--- src/verilog/switch_policy_consts.svh ---
// offsets, field positions, reset values and frame constants of the switch policy block
`ifndef SWITCH_POLICY_CONSTS_SVH
`define SWITCH_POLICY_CONSTS_SVH

// register byte addresses
`define UVID_CTRL_OFFSET     12'h328
`define MAC_CTRL0_OFFSET     12'h330

// unknown vlan forward control fields
`define UVID_EN_BIT          31
`define UVID_PORTS_MSB       6
`define UVID_PORTS_LSB       0
`define UVID_PORTS_RESET     7'h00
`define UVID_EN_RESET        1'h0

// mac control zero fields
`define MAC0_ALT_BACKOFF_BIT 7
`define MAC0_LEN_CHECK_BIT   3
`define MAC0_FC_DROP_BIT     1
`define MAC0_AGGR_BIT        0
`define MAC0_RESET           8'h04

// frame constants
`define FC_ETHERTYPE         16'h8808
`define PAUSE_DA             48'h0180c2000001
`define LEN_FIELD_LIMIT      16'h05dc

`endif

--- src/verilog/switch_policy_pkg.sv ---
// types shared by the switch policy block
package switch_policy_pkg;

  // forwarding class of a received packet, CLS_NONE first, then vlan, unicast, multicast in precedence order
  typedef enum logic [1:0] {
    CLS_NONE,
    CLS_VLAN,
    CLS_UCAST,
    CLS_MCAST
  } fwd_class_t;

endpackage

--- src/verilog/classify_if.sv ---
// carries settings, packet descriptor and decision between register top and classifier
`timescale 1ns/1ns
interface classify_if;
  logic                           vlan_en;      // unknown vlan forwarding enabled
  logic [6:0]                     vlan_ports;   // unknown vlan target ports
  logic                           len_check;    // length field check enabled
  logic                           fc_drop_any;  // drop on either pause match
  logic                           vid_unknown;  // packet vlan id unknown
  logic                           uc_unknown;   // packet unicast da unknown
  logic                           mc_unknown;   // packet multicast da unknown
  logic [15:0]                    type_len;     // ethertype or length field
  logic [47:0]                    da;           // destination address
  logic [15:0]                    data_len;     // actual data field length
  switch_policy_pkg::fwd_class_t  cls;          // resulting class
  logic                           override;     // port map override applies
  logic [6:0]                     ports;        // override port map
  logic                           drop;         // packet is to be dropped

  modport top (output vlan_en, vlan_ports, len_check, fc_drop_any, vid_unknown, uc_unknown,
               mc_unknown, type_len, da, data_len, input cls, override, ports, drop);
  modport cls_end (input vlan_en, vlan_ports, len_check, fc_drop_any, vid_unknown, uc_unknown,
                   mc_unknown, type_len, da, data_len, output cls, override, ports, drop);
endinterface

--- src/verilog/switch_policy.sv ---
// apb register top of the unknown vlan forwarding and mac policy block
// Function
// enable bit forwards unknown-vlan packets, reset clear
// seven-bit port map, bit n is port n+1
// alternate back-off only on half-duplex ports
// software sets alternate back-off with no-collision-drop
// length check discards mismatch when field below 1500
// drop mode set drops type or pause address
// drop mode clear drops only type and address
// aggressive back-off for half-duplex back pressure, reset off
// precedence vlan, then unicast, then multicast
// new settings apply to packets after write
`timescale 1ns/1ns
`include "switch_policy_consts.svh"
module switch_policy (
  input  wire logic                           pclk,
  input  wire logic                           presetn,
  input  wire logic                           psel,
  input  wire logic                           penable,
  input  wire logic                           pwrite,
  input  wire logic [11:0]                    paddr,
  input  wire logic [31:0]                    pwdata,
  output logic      [31:0]                    prdata,
  output logic                                pready,
  output logic                                pslverr,
  input  wire logic                           desc_valid,
  input  wire logic                           desc_vid_unknown,
  input  wire logic                           desc_uc_unknown,
  input  wire logic                           desc_mc_unknown,
  input  wire logic [15:0]                    desc_type_len,
  input  wire logic [47:0]                    desc_da,
  input  wire logic [15:0]                    desc_data_len,
  input  wire logic [6:0]                     port_half_duplex,
  output logic                                dec_valid,
  output switch_policy_pkg::fwd_class_t       dec_class,
  output logic                                dec_override,
  output logic      [6:0]                     dec_ports,
  output logic                                dec_drop,
  output logic      [6:0]                     alt_backoff,
  output logic      [6:0]                     aggr_backoff
);

  // ---------------- register state ----------------
  logic                           vlan_en_q;      // unknown vlan forward enable
  logic                           vlan_en_d;
  logic [6:0]                     vlan_ports_q;   // unknown vlan port map
  logic [6:0]                     vlan_ports_d;
  logic [7:0]                     mac0_q;         // mac control zero, all bits stored
  logic [7:0]                     mac0_d;

  // ---------------- bus answer state ----------------
  logic [31:0]                    prdata_q;       // read data captured in setup
  logic [31:0]                    prdata_d;
  logic                           pready_q;       // high in the first access cycle
  logic                           pready_d;
  logic                           pslverr_q;      // unmapped address answer
  logic                           pslverr_d;

  // ---------------- decision state ----------------
  logic                           dec_valid_q;    // one-cycle decision strobe
  logic                           dec_valid_d;
  switch_policy_pkg::fwd_class_t  dec_class_q;    // registered class
  switch_policy_pkg::fwd_class_t  dec_class_d;
  logic                           dec_override_q; // registered override flag
  logic                           dec_override_d;
  logic [6:0]                     dec_ports_q;    // registered port map
  logic [6:0]                     dec_ports_d;
  logic                           dec_drop_q;     // registered drop
  logic                           dec_drop_d;
  logic [6:0]                     alt_backoff_q;  // per-port alternate back-off
  logic [6:0]                     alt_backoff_d;
  logic [6:0]                     aggr_backoff_q; // per-port aggressive back-off
  logic [6:0]                     aggr_backoff_d;

  logic                           setup_cyc;      // apb setup phase
  logic                           wr_commit;      // write takes effect this edge

  classify_if                     cif ();         // link to classifier

  // address decode, used by the error path
  function automatic logic is_mapped(input logic [11:0] a);
    is_mapped = (a == `UVID_CTRL_OFFSET) || (a == `MAC_CTRL0_OFFSET);
  endfunction

  // register read mux; reserved bits read as zero
  function automatic logic [31:0] read_word(input logic [11:0] a);
    read_word = 32'h00000000;
    if (a == `UVID_CTRL_OFFSET)
    begin
      read_word[`UVID_EN_BIT]                    = vlan_en_q;
      read_word[`UVID_PORTS_MSB:`UVID_PORTS_LSB] = vlan_ports_q;
    end
    else if (a == `MAC_CTRL0_OFFSET)
    begin
      read_word[7:0] = mac0_q;
    end
  endfunction

  // ---------------- apb slave ----------------
  // the answer is always ready in the first access cycle, so no wait states
  always_comb
  begin
    setup_cyc = psel && !penable;
    wr_commit = psel && penable && pready_q && pwrite;
    pready_d  = setup_cyc;
    pslverr_d = setup_cyc && !is_mapped(paddr);
    prdata_d  = prdata_q;
    if (setup_cyc && !pwrite)
    begin
      prdata_d = read_word(paddr);
    end
    else if (!psel)
    begin
      prdata_d = 32'h00000000;
    end
  end

  // bus answer registers
  always_ff @(posedge pclk or negedge presetn)
  begin
    if (!presetn)
    begin
      prdata_q  <= 32'h00000000;
      pready_q  <= 1'b0;
      pslverr_q <= 1'b0;
    end
    else
    begin
      prdata_q  <= prdata_d;
      pready_q  <= pready_d;
      pslverr_q <= pslverr_d;
    end
  end

  // ---------------- register write ----------------
  // writes land only on the completing edge; unmapped writes are ignored
  always_comb
  begin
    vlan_en_d    = vlan_en_q;
    vlan_ports_d = vlan_ports_q;
    mac0_d       = mac0_q;
    if (wr_commit && (paddr == `UVID_CTRL_OFFSET))
    begin
      // enable bit write
      vlan_en_d    = pwdata[`UVID_EN_BIT];
      // port map write
      vlan_ports_d = pwdata[`UVID_PORTS_MSB:`UVID_PORTS_LSB];
    end
    else if (wr_commit && (paddr == `MAC_CTRL0_OFFSET))
    begin
      mac0_d = pwdata[7:0];
    end
  end

  // configuration registers
  always_ff @(posedge pclk or negedge presetn)
  begin
    if (!presetn)
    begin
      vlan_en_q    <= `UVID_EN_RESET;
      vlan_ports_q <= `UVID_PORTS_RESET;
      mac0_q       <= `MAC0_RESET;
    end
    else
    begin
      vlan_en_q    <= vlan_en_d;
      vlan_ports_q <= vlan_ports_d;
      mac0_q       <= mac0_d;
    end
  end

  // ---------------- classifier link ----------------
  // descriptor sees committed settings
  assign cif.vlan_en     = vlan_en_q;
  assign cif.vlan_ports  = vlan_ports_q;
  assign cif.len_check   = mac0_q[`MAC0_LEN_CHECK_BIT];
  assign cif.fc_drop_any = mac0_q[`MAC0_FC_DROP_BIT];
  assign cif.vid_unknown = desc_vid_unknown;
  assign cif.uc_unknown  = desc_uc_unknown;
  assign cif.mc_unknown  = desc_mc_unknown;
  assign cif.type_len    = desc_type_len;
  assign cif.da          = desc_da;
  assign cif.data_len    = desc_data_len;

  frame_classifier u_cls (
    .c (cif)
  );

  // ---------------- decision and back-off ----------------
  // a decision is taken once per descriptor, so a setting that changes later
  // cannot reach a packet already decided
  always_comb
  begin
    dec_valid_d    = desc_valid;
    dec_class_d    = dec_class_q;
    dec_override_d = dec_override_q;
    dec_ports_d    = dec_ports_q;
    dec_drop_d     = dec_drop_q;
    if (desc_valid)
    begin
      dec_class_d    = cif.cls;
      dec_override_d = cif.override;
      dec_ports_d    = cif.ports;
      dec_drop_d     = cif.drop;
    end
    // alternate back-off, half-duplex only
    alt_backoff_d  = mac0_q[`MAC0_ALT_BACKOFF_BIT] ? port_half_duplex : 7'h00;
    // aggressive back-off, half-duplex only
    aggr_backoff_d = mac0_q[`MAC0_AGGR_BIT] ? port_half_duplex : 7'h00;
  end

  // decision registers
  always_ff @(posedge pclk or negedge presetn)
  begin
    if (!presetn)
    begin
      dec_valid_q    <= 1'b0;
      dec_class_q    <= switch_policy_pkg::CLS_NONE;
      dec_override_q <= 1'b0;
      dec_ports_q    <= 7'h00;
      dec_drop_q     <= 1'b0;
      alt_backoff_q  <= 7'h00;
      aggr_backoff_q <= 7'h00;
    end
    else
    begin
      dec_valid_q    <= dec_valid_d;
      dec_class_q    <= dec_class_d;
      dec_override_q <= dec_override_d;
      dec_ports_q    <= dec_ports_d;
      dec_drop_q     <= dec_drop_d;
      alt_backoff_q  <= alt_backoff_d;
      aggr_backoff_q <= aggr_backoff_d;
    end
  end

  // outputs straight from flops
  assign prdata       = prdata_q;
  assign pready       = pready_q;
  assign pslverr      = pslverr_q;
  assign dec_valid    = dec_valid_q;
  assign dec_class    = dec_class_q;
  assign dec_override = dec_override_q;
  assign dec_ports    = dec_ports_q;
  assign dec_drop     = dec_drop_q;
  assign alt_backoff  = alt_backoff_q;
  assign aggr_backoff = aggr_backoff_q;
endmodule

--- src/verilog/frame_classifier.sv ---
// combinational packet classification and drop decision
`timescale 1ns/1ns
`include "switch_policy_consts.svh"
module frame_classifier (
  classify_if.cls_end  c
);

  logic  short_field;  // type/length is a length, not a type
  logic  len_bad;      // length field disagrees with real length
  logic  is_fc_type;   // mac control ethertype
  logic  is_pause_da;  // pause multicast destination

  // frame field matches
  always_comb
  begin
    // only below limit
    short_field = c.type_len < `LEN_FIELD_LIMIT;
    len_bad     = short_field && (c.type_len != c.data_len);
    is_fc_type  = c.type_len == `FC_ETHERTYPE;
    is_pause_da = c.da == `PAUSE_DA;
  end

  // class, port override and drop
  always_comb
  begin
    c.cls      = switch_policy_pkg::CLS_NONE;
    c.override = 1'b0;
    c.ports    = 7'h00;
    c.drop     = 1'b0;
    // vlan before unicast before multicast
    if (c.vid_unknown)
    begin
      c.cls = switch_policy_pkg::CLS_VLAN;
      // override only when enabled
      if (c.vlan_en)
      begin
        c.override = 1'b1;
        // one bit per port
        c.ports = c.vlan_ports;
      end
    end
    else if (c.uc_unknown)
    begin
      c.cls = switch_policy_pkg::CLS_UCAST;
    end
    else if (c.mc_unknown)
    begin
      c.cls = switch_policy_pkg::CLS_MCAST;
    end
    // drop on either match
    if (c.fc_drop_any)
    begin
      if (is_fc_type || is_pause_da)
      begin
        c.drop = 1'b1;
      end
    end
    // drop only on both
    else if (is_fc_type && is_pause_da)
    begin
      c.drop = 1'b1;
    end
    // length mismatch discard
    if (c.len_check && len_bad)
    begin
      c.drop = 1'b1;
    end
  end

endmodule

--- config.mk ---
export PLATFORM = sky130hd
export DESIGN_NAME = switch_policy
export DESIGN_NICKNAME = d
export VERILOG_FILES = /design/src/verilog/switch_policy_pkg.sv /design/src/verilog/classify_if.sv /design/src/verilog/switch_policy.sv /design/src/verilog/frame_classifier.sv
export VERILOG_INCLUDE_DIRS = /design/src /design/src/verilog
export SDC_FILE = /design/constraint.sdc
export NUM_CORES = 1
export LEC_CHECK = 0
export BUFFER_PORTS_ARGS = -buffer_cell sky130_fd_sc_hd__buf_2
export CAP_MARGIN = 20
export CORE_ASPECT_RATIO = 1.5
export CORE_MARGIN = 10
export CORE_UTILIZATION = 35
export CTS_CLUSTER_DIAMETER = 150
export DETAILED_ROUTE_END_ITERATION = 6
export GPL_TIMING_DRIVEN = 0
export PLACE_DENSITY_LB_ADDON = 0.3
export REMOVE_ABC_BUFFERS = 1
export SYNTH_ARGS = -nofsm -noshare
export SYNTH_HDL_FRONTEND = slang
export SYNTH_HIERARCHICAL = 1
export SYNTH_SLANG_ARGS = --single-unit
export TNS_END_PERCENT = 10
--- constraint.sdc ---
create_clock -name pclk -period 2.38 [get_ports pclk]
set_input_delay 0.714 -clock pclk [delete_from_list [all_inputs] [get_ports pclk]]
set_output_delay 0.714 -clock pclk [all_outputs]
set_load 0.005 [all_outputs]
Word-level counts from Yosys, hierarchy flattened

Index checks and enable logic that the tools add are counted.

Reduce and logical (&&, ||, !) cells: 17
Multiplexer cells: 19
Eq/ne operators: 6
Bitwise logic cells: 1
$lt $le $gt $ge: 1

Operators by type and width:

| cell                   | number |
|---|---|
| $mux W32               | 2 |
| $eq A48 B41 Y1 const B | 1 |
| $mux W7                | 5 |
| $eq A12 B10 Y1 const B | 2 |
| $eq A16 B16 Y1 const B | 1 |
| $lt A16 B11 Y1 const B | 1 |
| $ne A16 B16 Y1         | 1 |
| $logic_and A1 B1 Y1    | 11 |
| $mux W1                | 8 |
| $mux W8                | 1 |
| $mux W2                | 3 |
| $logic_not A1 Y1       | 3 |
| $logic_or A1 B1 Y1     | 2 |
| $ne A2 B1 Y1 const B   | 1 |
| $reduce_and A2 Y1      | 1 |
| $not A1 Y1             | 1 |

Flip-flop bits (word level): 76
Bits of input ports: 140
Logic and storage cells: 57
Output and inout bits: 60

Depth between registers and ports, before layout

Word-level depth: 6
Depth in mapped cells: 6
Mapped depth without buffers: 6

Cells and area by module

The synthesis kept the hierarchy.

By module, submodules not included:

| module           | area an instance (µm²) | instances | cells each | seq. area each (µm²) |
|---|---|---|---|---|
| switch_policy    | 2184.6                 | 1         | 153        | 1327.5 |
| frame_classifier | 473.0                  | 1         | 66         | 0.0 |

Worst setup path after synthesis

Ideal clock, no wire load.

Kind: input-to-reg
From: in paddr[1]
To: reg vlan_en_q (netlist: cif.vlan_en)
Arrival time: 1790 ps
Buffers on the path: 0
Data required time: 2255 ps
Library setup time: 125 ps
Slack: 465 ps
Stages: 4
Cell sequence: nor4_4 -> nand4_1 -> nor2_4 -> mux2_2

Word-level cells in the longest chain between the ends: 2

RTL lines:

| what                            | line                 | text |
|---|---|---|
| start, declared                 | switch_policy.sv:21  | `input wire logic [11:0] paddr,` |
| $eq A12 B10 Y1 (no source line) | --                   |  |
| $logic_and A1 B1 Y1             | switch_policy.sv:142 | `` if (wr_commit && (paddr == `UVID_CTRL_OFFSET)) `` |
| end signal, assigned            | switch_policy.sv:160 | `` vlan_en_q <= `UVID_EN_RESET; `` |
| end signal, assigned            | switch_policy.sv:166 | `vlan_en_q <= vlan_en_d;` |
| end, declared                   | switch_policy.sv:44  | `logic vlan_en_q;` |

Every way passes these cells.
A chain may end at the register's enable or synchronous reset.

Final worst setup path

From: in paddr[1]
To: reg vlan_ports_q[2] (netlist: cif.vlan_ports[2])

Word-level cells in the longest chain between the ends: 2

RTL lines:

| what                            | line                 | text |
|---|---|---|
| $eq A12 B10 Y1 (no source line) | --                   |  |
| $logic_and A1 B1 Y1             | switch_policy.sv:142 |  |
| end signal, assigned            | switch_policy.sv:161 | `` vlan_ports_q <= `UVID_PORTS_RESET; `` |
| end signal, assigned            | switch_policy.sv:167 | `vlan_ports_q <= vlan_ports_d;` |
| end, declared                   | switch_policy.sv:46  | `logic [6:0] vlan_ports_q;` |

Every way passes these cells.

==> flow_summary.yaml <==
global_route:
  grt_pass1_vias: 2495
  grt_max_degree: 39
  grt_pass1_wl_mm: 13.8
  track_usage_pct: 15.0
  antenna_found_initial: 0
  grt_overflow: 0
die:
  dieArea_um2: 11500
  die_w_um: 91.1
  rows: 38
  die_h_um: 127
  initial_core_util_pct: 36.3
  core_area_um2: 7320
  num_io_pins: 200
clock_network:
  clock_sinks: 53
  post_cts_resized: 0
  cts.clk_slew.worst_paths_ps: 90
  clock_latency_ps: 310
  postCtsHoldBufs: 0
  postCtsSetupBuffers: 0
  h-tree-depth: 2
  ctsRootBufferMaster: "clkbuf_8"
  cts_max_path_buffers: 2
  cts_tree: "done"
  cts_made_buffers: 5
synth:
  synth_warnings: 6
  seq_area_frac_synth_pct: 50.0
  synth_top_area_share_pct: 49.0
  synth_edf_count: 0
  synth_area_um2: 2660
  syn_inst: 219
  synth-main-ff-cell: "dfrtp_1"
  yosysMostFrequentCell: "dfrtp_1"
  avgSynthCellArea_um2: 12.1
  synth.distinct_cells: 37
  synth_common_cells: "dfrtp_1 (52), mux2_2 (27), buf_4 (23)"
  synth-seq-cells: 53
  synthTopCellsByArea: "dfrtp_1 (49%), mux2_2 (11%), buf_4 (6.5%)"
  synthArstFlopShare_pct: 100
  synth_top_area_cell: "dfrtp_1"
routing:
  vias_per_cell: 4.83
  via_count: 2306
  wl_per_cell_um: 18.5
  first_iter_violations: 102
  drc: 0
  ant_nets: 0
  wl_mm: 8.82
  drt_pre_antenna_iters: 4
finish:
  fin_nets: 517
  area_growth_pct: 33.8
  multiInputGateArea_um2: 1230
  drive_gt1_share_pct: 52.5
  post_layout_nonfiller_instances: 477
  antenna_cells: 0
  nFillCells: 725
  seqCellArea_um2: 1330
place:
  place_congestion: 0.842
  dpl.hpwl_mm: 7.38
  numPortBuffers: 153
  placed_cells: 470
critical_path:
  regToRegSetupSlack_ps: 970
  critical_path_buf_inv_count: 1
  crit_chain: "buf_2, nor4_4, nand4_1, nor2_4, mux2_2"
  cp.required_ps: 2580
  cpMaxStageDelayCell: "mux2_2"
  slowest_delay_ps: 380
  path_class: "primary input to register"
  cp-start-kind: "primary input"
  cp_max_fo: 8
  cp_top_family: "simple AND/OR/NAND/NOR gates"
  arrival_ps: 2110
  endpoint_kind: "register"
timing:
  skew_ps: 9.48
  rsz0062_at_grt: "false"
  finalMaxSlewViolations: 0
  fin_crit_ps: 1920
  max_freq_mhz: 522
  period_share_pct: 80.5
  tns_ps: 0
  setup_viol: 0
  finalHoldViolCount: 0
pwr:
  cell_internal_pwr_w: 0.00124
  pwr-share-seq_pct: 55.5
  powerDensity_nw_per_um2: 461
  ir_worst_vdd_mv: 0.356
  swShare_pct: 24.1
  p_sw_w: 0.000395
  power_frac_clock_pct: 31.5
  p_comb_share_pct: 13.0
  power_leakage_nw: 1.97
run:
  cap_violations: 0
run_status:
  status: "finished, final reports clean"
min_path:
  min_path_type: "primary input to async pin"
[state kept, by name, summed over array words and instances (netlist names), 2 cells and up]
name            flops
cif.vlan_ports      7
aggr_backoff        7
dec_class           2
dec_ports           7
mac0_q              8
prdata              9
alt_backoff         7
[area by class of cell]
| type | instances | share of cell area, % |
|---|---|---|
| clock buffers | 7 | 2.43 |
| well taps | 100 | 3.52 |
| multi-input cells | 162 | 34.5 |
| repair buffers | 154 | 22.1 |
| flip-flops and latches | 53 | 37.3 |
| inverters | 1 | 0.106 |
[power by group through the flow]
| stage | registers (W) | clock network (W) | logic [W] |
|---|---|---|---|
| 2_1_floorplan | 0.000928 | 0 | 0.0000552 |
| 3_3_place_gp | 0.000926 | 0 | 0.000204 |
| 3_5_place_dp | 0.000927 | 0 | 0.000213 |
| 4_1_cts | 0.000909 | 0.000540 | 0.000214 |
| 5_1_grt | 0.000909 | 0.000572 | 0.000239 |
| 6_report | 0.000909 | 0.000517 | 0.000213 |
[kinds of logic (layout without fill, tap and decap cells)]
logic type | count (synthesis) | in the layout | share of synthesized area (%)
buffers and inverters | 26 | 162 | 6.97
XOR/XNOR | 16 | 16 | 5.27
AO/OA/AOI/OAI | 17 | 17 | 5.27
AND/OR/NAND/NOR | 79 | 79 | 21.0
other | 1 | 23 | 0.141
flip-flops | 53 | 53 | 50.0
multiplexers | 27 | 27 | 11.4
[through the flow]
stage	hold WS (ps)	setup WS, ps	cell area [um2]	total power (W)	utilization (%)
floorplan	418	465	2560	0.000983	-
global placement	486	21.6	3450	0.00113	47.1
detailed placement	490	12.0	3470	0.00114	47.4
CTS	305	351	3560	0.00166	48.6
global route	318	388	3560	0.00172	48.6
finish	306	464	3560	0.00164	48.6
[layout by cell type (no fill, tap or decap), drive strengths merged, types with 2 or more instances in the layout]
cell type  instances
nor4              14
nand4              7
and3              14
dfrtp             52
mux2              27
nor3               2
a221o              7
a21oi              3
clkbuf             7
a22o               2
nor2b              2
and2b              2
nand2              2
nand3b             2
nor4b              6
nor2               8
buf              154
xor2              16
conb              23
and2              17
[worst paths after layout]
kind                                       start  depth (start not counted)                       endpoint
setup / recovery                        paddr[1]                          5  cif.vlan_ports[2]$_DFFE_PN0P_
hold reg to reg            mac0_q[5]$_DFFE_PN0P_                          1          prdata[5]$_DFFE_PN0P_
min in group pclk          mac0_q[5]$_DFFE_PN0P_                          1          prdata[5]$_DFFE_PN0P_
max in group asynchronous                presetn                          2          mac0_q[2]$_DFFE_PN1P_
hold / removal                           presetn                          1       alt_backoff[2]$_DFF_PN0_
setup reg to reg                pready$_DFF_PN0_                          3  cif.vlan_ports[2]$_DFFE_PN0P_
[metal layers]
| layer | vias up | part of all wire (%) | GRT usage [%] |
|---|---|---|---|
| met3 | 7 | 9.1 | 5.61 |
| li1 | 1077 | - | - |
| met4 | 0 | 1.5 | 5.55 |
| met2 | 118 | 53 | 27.5 |
| met5 | - | 0 | 0 |
| met1 | 1104 | 37 | 15.1 |
Note: power is estimated with default switching activity, not from simulation.
